### src/include/ngh_pkg.sv
// Package for the node guarding, heartbeat and parameter store link.
// Assumes one 100 MHz clock shared by both ends of the link.
`default_nettype none
package ngh_pkg;
  // Object indices
  localparam logic [15:0] IDX_NODE_NUMBER = 16'h100b;
  localparam logic [15:0] IDX_GUARD_INTERVAL = 16'h100c;
  localparam logic [15:0] IDX_LIFE_FACTOR = 16'h100d;
  localparam logic [15:0] IDX_GUARD_COB = 16'h100e;
  localparam logic [15:0] IDX_STORE = 16'h1010;
  localparam logic [15:0] IDX_RESTORE = 16'h1011;
  localparam logic [15:0] IDX_EMCY_COB = 16'h1014;
  localparam logic [15:0] IDX_CONSUMER_HB = 16'h1016;
  localparam logic [15:0] IDX_PRODUCER_HB = 16'h1017;
  // Sub-indices
  localparam logic [7:0] SUB_ZERO = 8'h00;
  localparam logic [7:0] SUB_ONE = 8'h01;
  localparam logic [7:0] SUB_FACTORY = 8'h04;
  // Read-back constants and reset values
  localparam logic [7:0] STORE_OPT_COUNT = 8'h01;
  localparam logic [7:0] RESTORE_OPT_COUNT = 8'h04;
  localparam logic [7:0] CONS_HB_COUNT = 8'h02;
  localparam logic [31:0] TRIGGER_READBACK = 32'h0000_0001;
  localparam logic [7:0] LIFE_FACTOR_RST = 8'h00;
  localparam logic [15:0] GUARD_INTERVAL_RST = 16'h0000;
  localparam logic [31:0] CONS_HB_RST = 32'h0000_0000;
  localparam logic [15:0] PROD_HB_RST = 16'h0000;
  // Signatures
  localparam logic [31:0] SIG_SAVE = 32'h6576_6173;
  localparam logic [31:0] SIG_LOAD = 32'h6461_6f6c;
  // Command bytes
  localparam logic [7:0] CMD_DL_EXP4 = 8'h23;
  localparam logic [7:0] CMD_DL_ACK = 8'h60;
  localparam logic [7:0] CMD_UL_REQ = 8'h40;
  localparam logic [7:0] CMD_UL_EXP4 = 8'h43;
  localparam logic [7:0] CMD_ABORT = 8'h80;
  // Abort codes
  localparam logic [31:0] ABORT_READ_ONLY = 32'h0601_0002;
  localparam logic [31:0] ABORT_NO_OBJECT = 32'h0602_0000;
  localparam logic [31:0] ABORT_BAD_VALUE = 32'h0609_0030;
  localparam logic [31:0] ABORT_STATE = 32'h0800_0022;
  // Identifier bases and field layout
  localparam logic [10:0] HB_BASE_IDENT = 11'h700;
  localparam logic [10:0] EMCY_BASE_IDENT = 11'h080;
  localparam int HB_TIME_LSB = 0;
  localparam int HB_NODE_LSB = 16;
  localparam int HB_RSVD_LSB = 24;
  localparam int DIAG_ENABLE_BIT = 0;
  // Timing
  localparam int CLK_MHZ = 100;
  localparam int MS_NS = 1_000_000;
  localparam int CLK_NS = 1000 / CLK_MHZ;
  localparam int CYC_PER_MS = MS_NS / CLK_NS;
  localparam int STORE_TIME_MS = 3000;
  // Link node states
  typedef enum logic [1:0] {
    NGH_PREOP = 2'b00,
    NGH_OPER = 2'b01,
    NGH_STOPPED = 2'b11
  } ngh_nmt_t;
endpackage
`default_nettype wire
### src/include/ngh_link_if.sv
// Link carrying expedited SDO frames and guard/heartbeat events.
// Assumes both ends share clk; frames are eight bytes, least significant first.
`timescale 1ns/1ns
`default_nettype none
interface ngh_link_if;
  logic req_valid;
  logic [7:0] req_bytes [8];
  logic rsp_valid;
  logic [7:0] rsp_bytes [8];
  logic guard_req;
  logic guard_rsp;
  logic [10:0] hb_rx_ident;
  logic hb_rx;
  logic hb_tx;
  logic [1:0] nmt_cmd;
  logic nmt_cmd_valid;
  modport node (input req_valid, req_bytes, guard_req, hb_rx, hb_rx_ident, nmt_cmd, nmt_cmd_valid,
    output rsp_valid, rsp_bytes, guard_rsp, hb_tx);
  modport master (output req_valid, req_bytes, guard_req, hb_rx, hb_rx_ident, nmt_cmd, nmt_cmd_valid,
    input rsp_valid, rsp_bytes, guard_rsp, hb_tx);
endinterface
`default_nettype wire

### src/hw/ngh_ms_timer.sv
// Millisecond watchdog / interval timer with reload on kick.
// Assumes a shared millisecond tick from its owner.
`timescale 1ns/1ns
`default_nettype none
module ngh_ms_timer #(
  parameter int W = 24
) (
  input wire logic clk,
  input wire logic rst_n,
  input wire logic ce,
  input wire logic ms_tick,
  input wire logic [W-1:0] period,
  input wire logic kick,
  output logic expire
);
  logic [W-1:0] cnt_r;
  logic live_r;

  // Zero period disables; expire is a single pulse then reloads
  always_ff @(posedge clk)
  begin
    if (!rst_n)
      cnt_r <= '0;
    else if (ce)
    begin
      if (kick || !live_r || expire)
        cnt_r <= period;
      else if (ms_tick && cnt_r != '0)
        cnt_r <= cnt_r - W'(1);
    end
  end

  // Period leaving zero loads in full first, so enabling gives no false expiry
  always_ff @(posedge clk)
  begin
    if (!rst_n)
      live_r <= 1'b0;
    else if (ce)
      live_r <= period != '0;
  end

  assign expire = ce && live_r && period != '0 && cnt_r == '0 && !kick;
endmodule // ngh_ms_timer
`default_nettype wire

### src/hw/ngh_node.sv
// Node end: object dictionary for guarding, heartbeat and parameter store.
// Assumes the master end keeps its own framing; one clock, synchronous reset.
`timescale 1ns/1ns
`default_nettype none
module ngh_node
  import ngh_pkg::*;
#(
  parameter int STORE_CYCLES = STORE_TIME_MS * CYC_PER_MS,
  parameter int MS_CYCLES = CYC_PER_MS
) (
  input wire logic clk,
  input wire logic rst_n,
  input wire logic ce,
  ngh_link_if.node link,
  input wire logic [7:0] node_number,
  input wire logic diag_enable,
  input wire logic term_reg_write,
  input wire logic [31:0] nv_emcy_cob,
  input wire logic nv_valid,
  output logic nv_store_pulse,
  output logic nv_persist_term,
  output logic nv_restore_pending,
  output logic [31:0] snap_emcy_cob,
  output logic [15:0] snap_guard_interval,
  output logic [7:0] snap_life_factor,
  output logic [31:0] snap_cons_hb,
  output logic [15:0] snap_prod_hb,
  output logic use_stored_ids,
  output logic life_error,
  output logic hb_error,
  output logic diag_allowed,
  output logic [10:0] monitored_frame_ident,
  output ngh_nmt_t nmt_state,
  output logic storing
);
  localparam int SCW = $clog2(STORE_CYCLES + 1);
  localparam int MSW = $clog2(MS_CYCLES + 1);

  logic [15:0] guard_interval_r;
  logic [7:0] life_factor_r;
  logic [31:0] emcy_cob_r;
  logic [31:0] cons_hb_r;
  logic [15:0] prod_hb_r;
  logic [SCW-1:0] store_cnt_r;
  logic [MSW-1:0] ms_cnt_r;
  logic ms_tick;
  logic stored_r;
  logic restore_r;
  logic rsp_valid_r;
  logic [7:0] rsp_bytes_r [8];
  ngh_nmt_t nmt_r;
  logic [15:0] rq_idx;
  logic [7:0] rq_sub;
  logic [31:0] rq_data;
  logic rq_write;
  logic rq_read;
  logic [23:0] life_time;
  logic life_exp;
  logic hb_tx_exp;
  logic hb_rx_exp;
  logic hb_match;

  // Decode of the request frame, little-endian fields
  assign rq_idx = {link.req_bytes[2], link.req_bytes[1]};
  assign rq_sub = link.req_bytes[3];
  assign rq_data = {link.req_bytes[7], link.req_bytes[6], link.req_bytes[5], link.req_bytes[4]};
  assign rq_write = ce && link.req_valid && link.req_bytes[0] == CMD_DL_EXP4 && !storing;
  assign rq_read = ce && link.req_valid && link.req_bytes[0] == CMD_UL_REQ && !storing;

  // Millisecond prescaler shared by all timers
  always_ff @(posedge clk)
  begin
    if (!rst_n)
      ms_cnt_r <= '0;
    else if (ce)
      ms_cnt_r <= (ms_cnt_r == MSW'(MS_CYCLES - 1)) ? '0 : ms_cnt_r + MSW'(1);
  end
  assign ms_tick = ce && ms_cnt_r == MSW'(MS_CYCLES - 1);

  // Network state from master commands
  always_ff @(posedge clk)
  begin
    if (!rst_n)
      nmt_r <= NGH_PREOP;
    else if (ce && link.nmt_cmd_valid && !storing)
      nmt_r <= ngh_nmt_t'(link.nmt_cmd);
  end

  // Writable objects; the emergency identifier is restored from store when it holds valid data
  always_ff @(posedge clk)
  begin
    if (!rst_n)
    begin
      guard_interval_r <= GUARD_INTERVAL_RST;
      life_factor_r <= LIFE_FACTOR_RST;
      emcy_cob_r <= {21'h0, EMCY_BASE_IDENT} + {24'h0, node_number};
      cons_hb_r <= CONS_HB_RST;
      prod_hb_r <= PROD_HB_RST;
    end
    else if (ce && nv_valid && !stored_r)
      emcy_cob_r <= nv_emcy_cob;
    else if (rq_write && rq_sub == SUB_ZERO)
    begin
      unique case (rq_idx)
        IDX_GUARD_INTERVAL: guard_interval_r <= rq_data[15:0];
        IDX_LIFE_FACTOR: life_factor_r <= rq_data[7:0];
        IDX_EMCY_COB: emcy_cob_r <= rq_data;
        IDX_PRODUCER_HB: prod_hb_r <= rq_data[15:0];
        default: ;
      endcase
    end
    else if (rq_write && rq_sub == SUB_ONE && rq_idx == IDX_CONSUMER_HB
      && rq_data[31:HB_RSVD_LSB] == 8'h00)
      cons_hb_r <= rq_data;
  end

  // Store sequencer: busy for the whole store time, only from pre-operational
  always_ff @(posedge clk)
  begin
    if (!rst_n)
      store_cnt_r <= '0;
    else if (ce)
    begin
      if (rq_write && rq_idx == IDX_STORE && rq_sub == SUB_ONE && rq_data == SIG_SAVE
        && nmt_r == NGH_PREOP)
        store_cnt_r <= SCW'(STORE_CYCLES);
      else if (store_cnt_r != '0)
        store_cnt_r <= store_cnt_r - SCW'(1);
    end
  end
  assign storing = store_cnt_r != '0;
  assign nv_store_pulse = ce && store_cnt_r == SCW'(1);

  // Stored identifiers win once a store completes or store is valid
  always_ff @(posedge clk)
  begin
    if (!rst_n)
      stored_r <= 1'b0;
    else if (ce && (nv_store_pulse || nv_valid))
      stored_r <= 1'b1;
  end

  // Restore request is only latched; it acts at the next reset
  always_ff @(posedge clk)
  begin
    if (!rst_n)
      restore_r <= 1'b0;
    else if (rq_write && rq_idx == IDX_RESTORE && (rq_sub == SUB_ONE || rq_sub == SUB_FACTORY)
      && rq_data == SIG_LOAD)
      restore_r <= 1'b1;
  end

  // Answer frame; read-only and unknown objects get aborts
  always_ff @(posedge clk)
  begin
    if (!rst_n)
    begin
      rsp_valid_r <= 1'b0;
      for (int i = 0; i < 8; i++)
        rsp_bytes_r[i] <= 8'h00;
    end
    else if (ce)
    begin
      rsp_valid_r <= 1'b0;
      if (rq_write || rq_read || nv_store_pulse)
      begin
        logic [31:0] val;
        logic [7:0] cmd;
        val = 32'h0;
        cmd = rq_read ? CMD_UL_EXP4 : CMD_DL_ACK;
        rsp_valid_r <= 1'b1;
        if (nv_store_pulse)
          cmd = CMD_DL_ACK;
        else if (rq_read)
        begin
          unique case (rq_idx)
            IDX_NODE_NUMBER: val = {24'h0, node_number};
            IDX_GUARD_INTERVAL: val = {16'h0, guard_interval_r};
            IDX_LIFE_FACTOR: val = {24'h0, life_factor_r};
            IDX_GUARD_COB: val = {21'h0, monitored_frame_ident};
            IDX_STORE: val = (rq_sub == SUB_ZERO) ? {24'h0, STORE_OPT_COUNT} : TRIGGER_READBACK;
            IDX_RESTORE: val = (rq_sub == SUB_ZERO) ? {24'h0, RESTORE_OPT_COUNT} : TRIGGER_READBACK;
            IDX_EMCY_COB: val = emcy_cob_r;
            IDX_CONSUMER_HB: val = (rq_sub == SUB_ZERO) ? {24'h0, CONS_HB_COUNT} : cons_hb_r;
            IDX_PRODUCER_HB: val = {16'h0, prod_hb_r};
            default:
            begin
              cmd = CMD_ABORT;
              val = ABORT_NO_OBJECT;
            end
          endcase
        end
        else
        begin
          unique case (rq_idx)
            IDX_NODE_NUMBER, IDX_GUARD_COB:
            begin
              cmd = CMD_ABORT;
              val = ABORT_READ_ONLY;
            end
            IDX_STORE:
            begin
              cmd = (rq_data != SIG_SAVE) ? CMD_ABORT : (nmt_r != NGH_PREOP) ? CMD_ABORT : 8'h00;
              val = (rq_data != SIG_SAVE) ? ABORT_BAD_VALUE : ABORT_STATE;
            end
            IDX_RESTORE:
            begin
              cmd = (rq_data == SIG_LOAD) ? CMD_DL_ACK : CMD_ABORT;
              val = ABORT_BAD_VALUE;
            end
            IDX_GUARD_INTERVAL, IDX_LIFE_FACTOR, IDX_EMCY_COB, IDX_PRODUCER_HB: ;
            IDX_CONSUMER_HB:
            begin
              cmd = (rq_data[31:HB_RSVD_LSB] == 8'h00) ? CMD_DL_ACK : CMD_ABORT;
              val = ABORT_BAD_VALUE;
            end
            default:
            begin
              cmd = CMD_ABORT;
              val = ABORT_NO_OBJECT;
            end
          endcase
          if (cmd == CMD_DL_ACK)
            val = 32'h0;
        end
        // Store acceptance defers its reply to the end of the store
        if (cmd == 8'h00)
          rsp_valid_r <= 1'b0;
        rsp_bytes_r[0] <= cmd;
        rsp_bytes_r[1] <= nv_store_pulse ? IDX_STORE[7:0] : rq_idx[7:0];
        rsp_bytes_r[2] <= nv_store_pulse ? IDX_STORE[15:8] : rq_idx[15:8];
        rsp_bytes_r[3] <= nv_store_pulse ? SUB_ONE : rq_sub;
        rsp_bytes_r[4] <= val[7:0];
        rsp_bytes_r[5] <= val[15:8];
        rsp_bytes_r[6] <= val[23:16];
        rsp_bytes_r[7] <= val[31:24];
      end
    end
  end
  assign link.rsp_valid = rsp_valid_r;
  assign link.rsp_bytes = rsp_bytes_r;

  // Life guarding watchdog
  assign life_time = 24'(guard_interval_r) * 24'(life_factor_r);
  ngh_ms_timer #(.W(24)) u_life (.clk(clk), .rst_n(rst_n), .ce(ce && !storing), .ms_tick(ms_tick),
    .period(life_time), .kick(link.guard_req), .expire(life_exp));
  always_ff @(posedge clk)
  begin
    if (!rst_n)
      life_error <= 1'b0;
    else if (life_exp)
      life_error <= 1'b1;
    else if (ce && link.guard_req)
      life_error <= 1'b0;
  end
  assign link.guard_rsp = ce && link.guard_req && !storing;

  // Producer heartbeat
  ngh_ms_timer #(.W(16)) u_prod (.clk(clk), .rst_n(rst_n), .ce(ce && !storing), .ms_tick(ms_tick),
    .period(prod_hb_r), .kick(1'b0), .expire(hb_tx_exp));
  assign link.hb_tx = hb_tx_exp;

  // Consumer heartbeat
  assign monitored_frame_ident = HB_BASE_IDENT + {3'h0, cons_hb_r[HB_NODE_LSB +: 8]};
  assign hb_match = ce && link.hb_rx && link.hb_rx_ident == monitored_frame_ident;
  ngh_ms_timer #(.W(16)) u_cons (.clk(clk), .rst_n(rst_n), .ce(ce && !storing), .ms_tick(ms_tick),
    .period(cons_hb_r[HB_TIME_LSB +: 16]), .kick(hb_match), .expire(hb_rx_exp));
  always_ff @(posedge clk)
  begin
    if (!rst_n)
      hb_error <= 1'b0;
    else if (hb_rx_exp)
      hb_error <= 1'b1;
    else if (hb_match)
      hb_error <= 1'b0;
  end

  // Side outputs toward the parameter store
  assign nv_persist_term = ce && term_reg_write;
  assign nv_restore_pending = restore_r;
  assign snap_emcy_cob = emcy_cob_r;
  assign snap_guard_interval = guard_interval_r;
  assign snap_life_factor = life_factor_r;
  assign snap_cons_hb = cons_hb_r;
  assign snap_prod_hb = prod_hb_r;
  assign use_stored_ids = stored_r;
  assign diag_allowed = diag_enable && !emcy_cob_r[31];
  assign nmt_state = nmt_r;
endmodule // ngh_node
`default_nettype wire

### src/flat_wrapper.sv
// flat-port wrapper written by rule: the top's interface ports become plain ports
module ngh_node_flat import ngh_pkg::*;
#(
  parameter int STORE_CYCLES = STORE_TIME_MS * CYC_PER_MS,
  parameter int MS_CYCLES = CYC_PER_MS
)
  (clk, rst_n, ce, node_number, diag_enable, term_reg_write, nv_emcy_cob, nv_valid, nv_store_pulse, nv_persist_term, nv_restore_pending, snap_emcy_cob, snap_guard_interval, snap_life_factor, snap_cons_hb, snap_prod_hb, use_stored_ids, life_error, hb_error, diag_allowed, monitored_frame_ident, nmt_state, storing, link_req_valid, link_req_bytes, link_guard_req, link_hb_rx, link_hb_rx_ident, link_nmt_cmd, link_nmt_cmd_valid, link_rsp_valid, link_rsp_bytes, link_guard_rsp, link_hb_tx);
  ngh_link_if link_i ();
  input wire logic clk;
  input wire logic rst_n;
  input wire logic ce;
  input wire logic [7:0] node_number;
  input wire logic diag_enable;
  input wire logic term_reg_write;
  input wire logic [31:0] nv_emcy_cob;
  input wire logic nv_valid;
  output logic nv_store_pulse;
  output logic nv_persist_term;
  output logic nv_restore_pending;
  output logic [31:0] snap_emcy_cob;
  output logic [15:0] snap_guard_interval;
  output logic [7:0] snap_life_factor;
  output logic [31:0] snap_cons_hb;
  output logic [15:0] snap_prod_hb;
  output logic use_stored_ids;
  output logic life_error;
  output logic hb_error;
  output logic diag_allowed;
  output logic [10:0] monitored_frame_ident;
  output ngh_nmt_t nmt_state;
  output logic storing;
  input wire logic [$bits(link_i.req_valid)-1:0] link_req_valid;
  input wire logic [$bits(link_i.req_bytes)-1:0] link_req_bytes;
  input wire logic [$bits(link_i.guard_req)-1:0] link_guard_req;
  input wire logic [$bits(link_i.hb_rx)-1:0] link_hb_rx;
  input wire logic [$bits(link_i.hb_rx_ident)-1:0] link_hb_rx_ident;
  input wire logic [$bits(link_i.nmt_cmd)-1:0] link_nmt_cmd;
  input wire logic [$bits(link_i.nmt_cmd_valid)-1:0] link_nmt_cmd_valid;
  output wire logic [$bits(link_i.rsp_valid)-1:0] link_rsp_valid;
  output wire logic [$bits(link_i.rsp_bytes)-1:0] link_rsp_bytes;
  output wire logic [$bits(link_i.guard_rsp)-1:0] link_guard_rsp;
  output wire logic [$bits(link_i.hb_tx)-1:0] link_hb_tx;
  assign link_i.req_valid = link_req_valid;
  assign link_i.req_bytes = {>>{link_req_bytes}};
  assign link_i.guard_req = link_guard_req;
  assign link_i.hb_rx = link_hb_rx;
  assign link_i.hb_rx_ident = link_hb_rx_ident;
  assign link_i.nmt_cmd = link_nmt_cmd;
  assign link_i.nmt_cmd_valid = link_nmt_cmd_valid;
  assign link_rsp_valid = link_i.rsp_valid;
  assign link_rsp_bytes = {>>{link_i.rsp_bytes}};
  assign link_guard_rsp = link_i.guard_rsp;
  assign link_hb_tx = link_i.hb_tx;
  ngh_node #(.STORE_CYCLES(STORE_CYCLES), .MS_CYCLES(MS_CYCLES)) u_core (.clk(clk), .rst_n(rst_n), .ce(ce), .link(link_i), .node_number(node_number), .diag_enable(diag_enable), .term_reg_write(term_reg_write), .nv_emcy_cob(nv_emcy_cob), .nv_valid(nv_valid), .nv_store_pulse(nv_store_pulse), .nv_persist_term(nv_persist_term), .nv_restore_pending(nv_restore_pending), .snap_emcy_cob(snap_emcy_cob), .snap_guard_interval(snap_guard_interval), .snap_life_factor(snap_life_factor), .snap_cons_hb(snap_cons_hb), .snap_prod_hb(snap_prod_hb), .use_stored_ids(use_stored_ids), .life_error(life_error), .hb_error(hb_error), .diag_allowed(diag_allowed), .monitored_frame_ident(monitored_frame_ident), .nmt_state(nmt_state), .storing(storing));
endmodule
### config.mk
export PLATFORM = sky130hd
export DESIGN_NAME = ngh_node_flat
export DESIGN_NICKNAME = d
export VERILOG_FILES = /design/src/include/ngh_pkg.sv /design/src/include/ngh_link_if.sv /design/src/hw/ngh_ms_timer.sv /design/src/hw/ngh_node.sv /design/src/flat_wrapper.sv
export SDC_FILE = /design/constraint.sdc
export NUM_CORES = 1
export LEC_CHECK = 0
export ABC_AREA = 1
export BUFFER_PORTS_ARGS = -buffer_cell sky130_fd_sc_hd__buf_2
export CORE_MARGIN = 1
export CORE_UTILIZATION = 45
export DETAILED_ROUTE_END_ITERATION = 8
export GPL_ROUTABILITY_DRIVEN = 0
export PLACE_DENSITY_LB_ADDON = 0.3
export SLEW_MARGIN = 0
export SYNTH_ARGS = -nofsm -noshare
export SYNTH_HDL_FRONTEND = slang
export SYNTH_HIERARCHICAL = 1
export SYNTH_SLANG_ARGS = --single-unit
### constraint.sdc
create_clock -name clk -period 7.6 [get_ports clk]
set_input_delay 0.38 -clock clk [delete_from_list [all_inputs] [get_ports clk]]
set_output_delay 0.38 -clock clk [all_outputs]
set_load 0.01 [all_outputs]
# Word level (Yosys, flattened, before mapping)

Cells that the tools add are included.
Widths: inputs -> output; s select.

Eq/ne operators: 22
Shifts and indexed selects: 0
Bitwise logic cells: 2
Mux-type cells: 47
Magnitude comparators: 0
Add/sub/neg operators: 7
Reduce and logical (&&, ||, !) cells: 96
Div/mod/pow operators: 0
Multiply operators: 1

Operators by type and width:

| kind                  | number |
|---|---|
| $pmux 32 s9           | 1 |
| $mux 32               | 8 |
| $eq 16x13->1 const B  | 9 |
| $mux 8                | 18 |
| $pmux 32 s4           | 1 |
| $eq 32x31->1 const B  | 2 |
| $mux 16               | 4 |
| $reduce_bool 16->1    | 4 |
| $mux 29               | 2 |
| $mux 24               | 2 |
| $reduce_bool 24->1    | 2 |
| $logic_and 1x1->1     | 44 |
| $logic_not 16->1      | 2 |
| $ne 32x31->1 const B  | 1 |
| $pmux 8 s4            | 1 |
| $sub 16x1->16 const B | 2 |
| $eq 29x1->1 const B   | 1 |
| $reduce_bool 29->1    | 1 |
| $sub 29x1->29 const B | 1 |
| $mux 28               | 1 |
| $logic_not 24->1      | 1 |
| $logic_not 8->1       | 3 |
| $mul 16x8->24         | 1 |
| $sub 24x1->24 const B | 1 |
| other kinds (24)      | 62 |

Logic and storage cells: 202
Flip-flop bits (word level): 280
Memories kept: 0
Output and inout port bits: 192
Memory bits (read-only): 0
Latch bits: 0
Bits in writable memories: 0
Input bits: 127

# Logic depth before layout (Yosys ltp)

Word-level depth: 18
Mapped depth: 36
Mapped depth without buffers: 33

# Hierarchy

Netlist, hierarchy kept.

Modules (own cells, without submodules):

| module                           | instances | cells each | sequential area each (um2) | area each (um2) |
|---|---|---|---|---|
| ngh_node                         | 1         | 2125       | 4664.5                     | 15083.2 |
| ngh_ms_timer (u_core.u_cons ...) | 2         | 254        | 340.3                      | 1427.6 |
| ngh_ms_timer (u_core.u_life)     | 1         | 382        | 500.5                      | 2078.2 |

# Least setup slack after synthesis

Ideal clock, no wire load.

Kind: reg2reg
Start point: register u_core.life_factor_r[2] (netlist: u_core/snap_life_factor[2])
End point: register u_core.u_life.cnt_r[0]
Arrival: 5.567 ns
Setup slack: 1.920 ns
Setup time: 0.113 ns
Cell stages (with the launch flop): 32
Path buffers: 4
Clock period less this slack: 5.680 ns
Cell sequence: dfxtp_1 -> clkbuf_1 -> clkbuf_1 -> nand2_1 -> fa_1 -> fa_1 -> inv_1 -> fa_1 -> inv_1 -> fa_1 -> inv_1 -> ha_1 -> nand2_1 -> o21ai_0 -> nor2_1 -> o21ai_0 -> a21oi_1 -> o21ai_0 -> xor2_1 -> nor2_1 -> nand2_1 -> nor2_1 -> nand3_1 -> nand2_1 -> inv_1 -> nand2_4 -> nand3_2 -> nand2_2 -> buf_6 -> buf_6 -> nor2_1 -> nor2_1

Longest elaborated chain between the ends: 8

Ends and longest elaborated chain:

| item                               | line               | text |
|---|---|---|
| from (decl)                        | ngh_node.sv:40     | `logic [7:0] life_factor_r;` |
| from (signal assigned)             | ngh_node.sv:106    | `IDX_LIFE_FACTOR: life_factor_r <= rq_data[7:0];` |
| $mul 16x8->24 (*)                  | ngh_node.sv:244    | `assign life_time = 24'(guard_interval_r) * 24'(life_factor_r);` |
| named net u_core.life_time[16]     | ngh_node.sv:57     | `logic [23:0] life_time;` |
| $reduce_bool 24->1 (*)             | ngh_ms_timer.sv:42 | `assign expire = ce && live_r && period != '0 && cnt_r == '0 && !kick;` |
| $logic_and 1x1->1 (*) (3 in a row) | ngh_ms_timer.sv:42 |  |
| $logic_or 1x1->1 (*)               | ngh_ms_timer.sv:26 | `if (kick \|\| !live_r \|\| expire)` |
| $reduce_bool 2->1 (no line)        | --                 |  |
| $reduce_and 2->1 (no line)         | --                 |  |
| to (signal assigned)               | ngh_ms_timer.sv:27 | `cnt_r <= period;` |
| to (signal assigned)               | ngh_ms_timer.sv:29 | `cnt_r <= cnt_r - W'(1);` |
| to (decl)                          | ngh_ms_timer.sv:16 | `logic [W-1:0] cnt_r;` |

Mark *: on every way through the listed nets, which the timed path passes. The rest lies on a longest branch.
A chain may end at the register's enable or synchronous reset.

# Worst setup path in the final report

Start point: register u_core.life_factor_r[2] (netlist: u_core/snap_life_factor[2])
End point: register u_core.u_life.cnt_r[14]

The elaborated chain is that of the path after synthesis.

==> flow_summary.toml <==
[timing]
setup_viol = 0
post-route-period-util_pct = 89.2
hold_viol = 0
whs_ns = 0.0589
relSlewSlack_pct = 22.9
slew_violations = 0
setup_slack_ns = 0.819
fin_crit_ns = 6.78
rsz0062_at_grt = "no"
timing.fmax_mhz = 147
worst_clock_skew_ns = 0.0249
tightest_slew_ns = 1.15
fin_tns_setup_ns = 0

[place]
post-place-ws_ns = 0.951
place_inst = 3774
portBuffers = 312
dp_hpwl_um = 52000

[floorplan]
fp-row-count = 76
dieArea_mm2 = 0.0453
initial_core_util_pct = 46.1
fp.dieH_um = 213
core_area_mm2 = 0.0435
die_w_um = 213
pin_count = 319

[detailed_routing]
drt-wirelength-per-cell_um = 18.3
firstDrtPassIters = 6
totalWireLength_um = 70100
route.detailed.drc = 0
drtIter0Drc = 2599
via_per_inst = 5.51
final_antenna_net_count = 0
via_count = 21100

[cts]
post-cts-setup-buffers = 0
ctsRootBufferMaster = "clkbuf_16"
cts_buffers = 31
clkTransAtPathRegs_ns = 0.06
clock_latency_ns = 0.59
post_cts_resize_count = 0
cts_tree = "yes"
htreeDepth = 1
cts_buffer_depth = 3
clock-sinks = 276
cts_hold_buf = 0

[cells_and_area]
final_common_cell = "nand2_1"
nNetsFinal = 3486
fin_cells = 3837
utilization_pct = 52.2
area_delta_synth_final_pct = 13.3
drive_gt1_share_pct = 13.7
fillerInstances = 4317
final_cell_mix = "nand2_1, inv_1, nor2_1, buf_2, dfxtp_1"

[yosys]
syn_area_per_cell_um2 = 6.64
synthDistinctLibCells = 55
syn-cell-area_mm2 = 0.0200
yosys_warnings = 6
ys_seq_area_share_pct = 29.2
synth_edf_count = 32
ys.flop_type = "dfxtp_1"
ys_async_sr_fraction_pct = 0
synthCells = 3015
synth_seq_cells = 276

[critical_path]
critPathSlowestCell = "dfxtp_1"
path_max_fanout = 48
start_kind = "flip-flop"
critPathArrivalTime_ns = 7.25
reg2reg_depth = 28
cpPeakStageDelay_ns = 0.83
crit_top_cell = "nand2_1"
cp.required_ns = 8.07
path_class = "reg2reg"
r2r_start = "u_core/snap_life_factor[2]"
worst_setup_path_end_kind = "flip-flop"
r2r_setup_slack_ns = 0.82
timing.rr.end = "u_core/u_life/cnt_r[14]"

[global_route]
grt_pass1_wl_um = 106000
grt_max_degree = 89
antenna_found_initial = 3
track_usage_pct = 29.7
overflow = 0
grt_pass1_vias = 19200

[status]
outcome = "finished, final reports clean"

[worst_hold_path]
hold_class = "in2reg"
worstHoldStart = "link_req_bytes[44]"
holdPathEnd = "u_core/link.rsp_bytes[44]"
whs_path_depth = 3

[run]
max-cap-violations = 0

[power]
peakVddDrop_mv = 0.226
p_leak_nw = 12.1
power.density_mw_per_mm2 = 332
-- through the flow --
step / power [mW] / area, µm²
after global routing: 8.10 / 22700
after detailed placement: 5.88 / 21600
after global placement: 5.76 / 21600
after CTS: 7.45 / 22700
after floorplan: 5.10 / 20000
final: 7.52 / 22700
-- Yosys cell counts, types with 14 or more instances --
| cell | count | area share, % |
|---|---|---|
| nand2_1 | 815 | 15 |
| inv_1 | 398 | 7.5 |
| nor2_1 | 398 | 7.5 |
| dfxtp_1 | 244 | 24 |
| nand3_1 | 217 | 5.4 |
| a21oi_1 | 210 | 5.3 |
| o21ai_0 | 104 | 2.6 |
| fa_1 | 84 | 8.4 |
| clkbuf_1 | 80 | 1.5 |
| ha_1 | 53 | 3.3 |
| xor2_1 | 48 | 2.1 |
| nand4_1 | 39 | 1.2 |
| edfxtp_1 | 32 | 4.8 |
| nor3_1 | 32 | 0.80 |
| buf_2 | 27 | 0.68 |
| buf_4 | 25 | 0.94 |
| a211oi_1 | 20 | 0.75 |
| xnor2_1 | 20 | 0.88 |
| buf_6 | 14 | 0.79 |
| nor2_2 | 14 | 0.44 |
-- state kept, by name, summed over array words and instances (netlist names), 2 cells and up --
name,count
u_core/link.rsp_bytes,60
u_core/snap_cons_hb,32
u_core/snap_emcy_cob,32
u_core/store_cnt_r,29
u_core/u_life/cnt_r,24
u_core/ms_cnt_r,17
u_core/snap_guard_interval,16
u_core/snap_prod_hb,16
u_core/u_cons/cnt_r,16
u_core/u_prod/cnt_r,16
u_core/snap_life_factor,8
u_core/nmt_state,2
-- layer usage --
metal  global-route usage, %  vias up  share of wire [%]  wire [µm]
li1                        -     9889                  -          -
met1                    42.3     9872                 43      29800
met2                    44.9     1207                 44      30600
met3                    6.03      164                 11       7540
met4                    9.08        0                3.0       2090
met5                       0        -                  0          0
-- worst max-delay path, delay by kind of cell (launching register included) --
kind,cells,cell delay [ns]
adder cells (fa/ha/maj),5,2.41
buffers and inverters,4,0.21
XOR/XNOR,1,0.12
AO/OA/AOI/OAI,4,0.98
AND/OR/NAND/NOR,14,2.08
flip-flops,1,0.83
-- cell families after synthesis --
| logic type | share of synthesized area (%) |
|---|---|
| simple gates | 33.8 |
| buf+inv | 11.7 |
| compound gates | 10.6 |
| flops | 29.2 |
| fa+ha+maj | 11.7 |
| xor+xnor | 2.98 |
| other cells | 0.0375 |
-- power by group --
part	total [mW]	switching (mW)	internal, mW	leakage, nW
sequential	1.94	0.216	1.72	2.30
combinational	4.03	2.63	1.40	9.34
clock	1.56	0.651	0.907	0.506
total	7.52	3.50	4.02	12.1
-- cell type report --
type / instances / area (µm²) / share of cell area [%]
multi-input combinational: 2185 / 11900 / 52.3
sequential: 276 / 5850 / 25.8
timing repair buffer: 323 / 1650 / 7.26
inverter: 405 / 1520 / 6.72
clock buffer: 37 / 818 / 3.61
tap: 585 / 732 / 3.23
clock inverter: 21 / 228 / 1.00
antenna: 5 / 12.5 / 0.0552
-- how the worst max path moves through the flow --
stage | from | endpoint | slack (ns) | cells after the start
final | u_core/snap_life_factor[2] | u_core/u_life/cnt_r[14] | 0.82 | 28
after global routing | u_core/snap_life_factor[2] | u_core/u_life/cnt_r[10] | 0.23 | 28
after CTS | u_core/snap_life_factor[2] | u_core/u_life/cnt_r[16] | 0.92 | 28
after detailed placement | u_core/snap_life_factor[2] | u_core/u_life/cnt_r[18] | 0.95 | 28
after global placement | u_core/snap_life_factor[2] | u_core/u_life/cnt_r[13] | 1.24 | 28
after floorplan | u_core/snap_life_factor[2] | u_core/u_life/cnt_r[0] | 1.92 | 31
(Power assumes the default switching activity.)
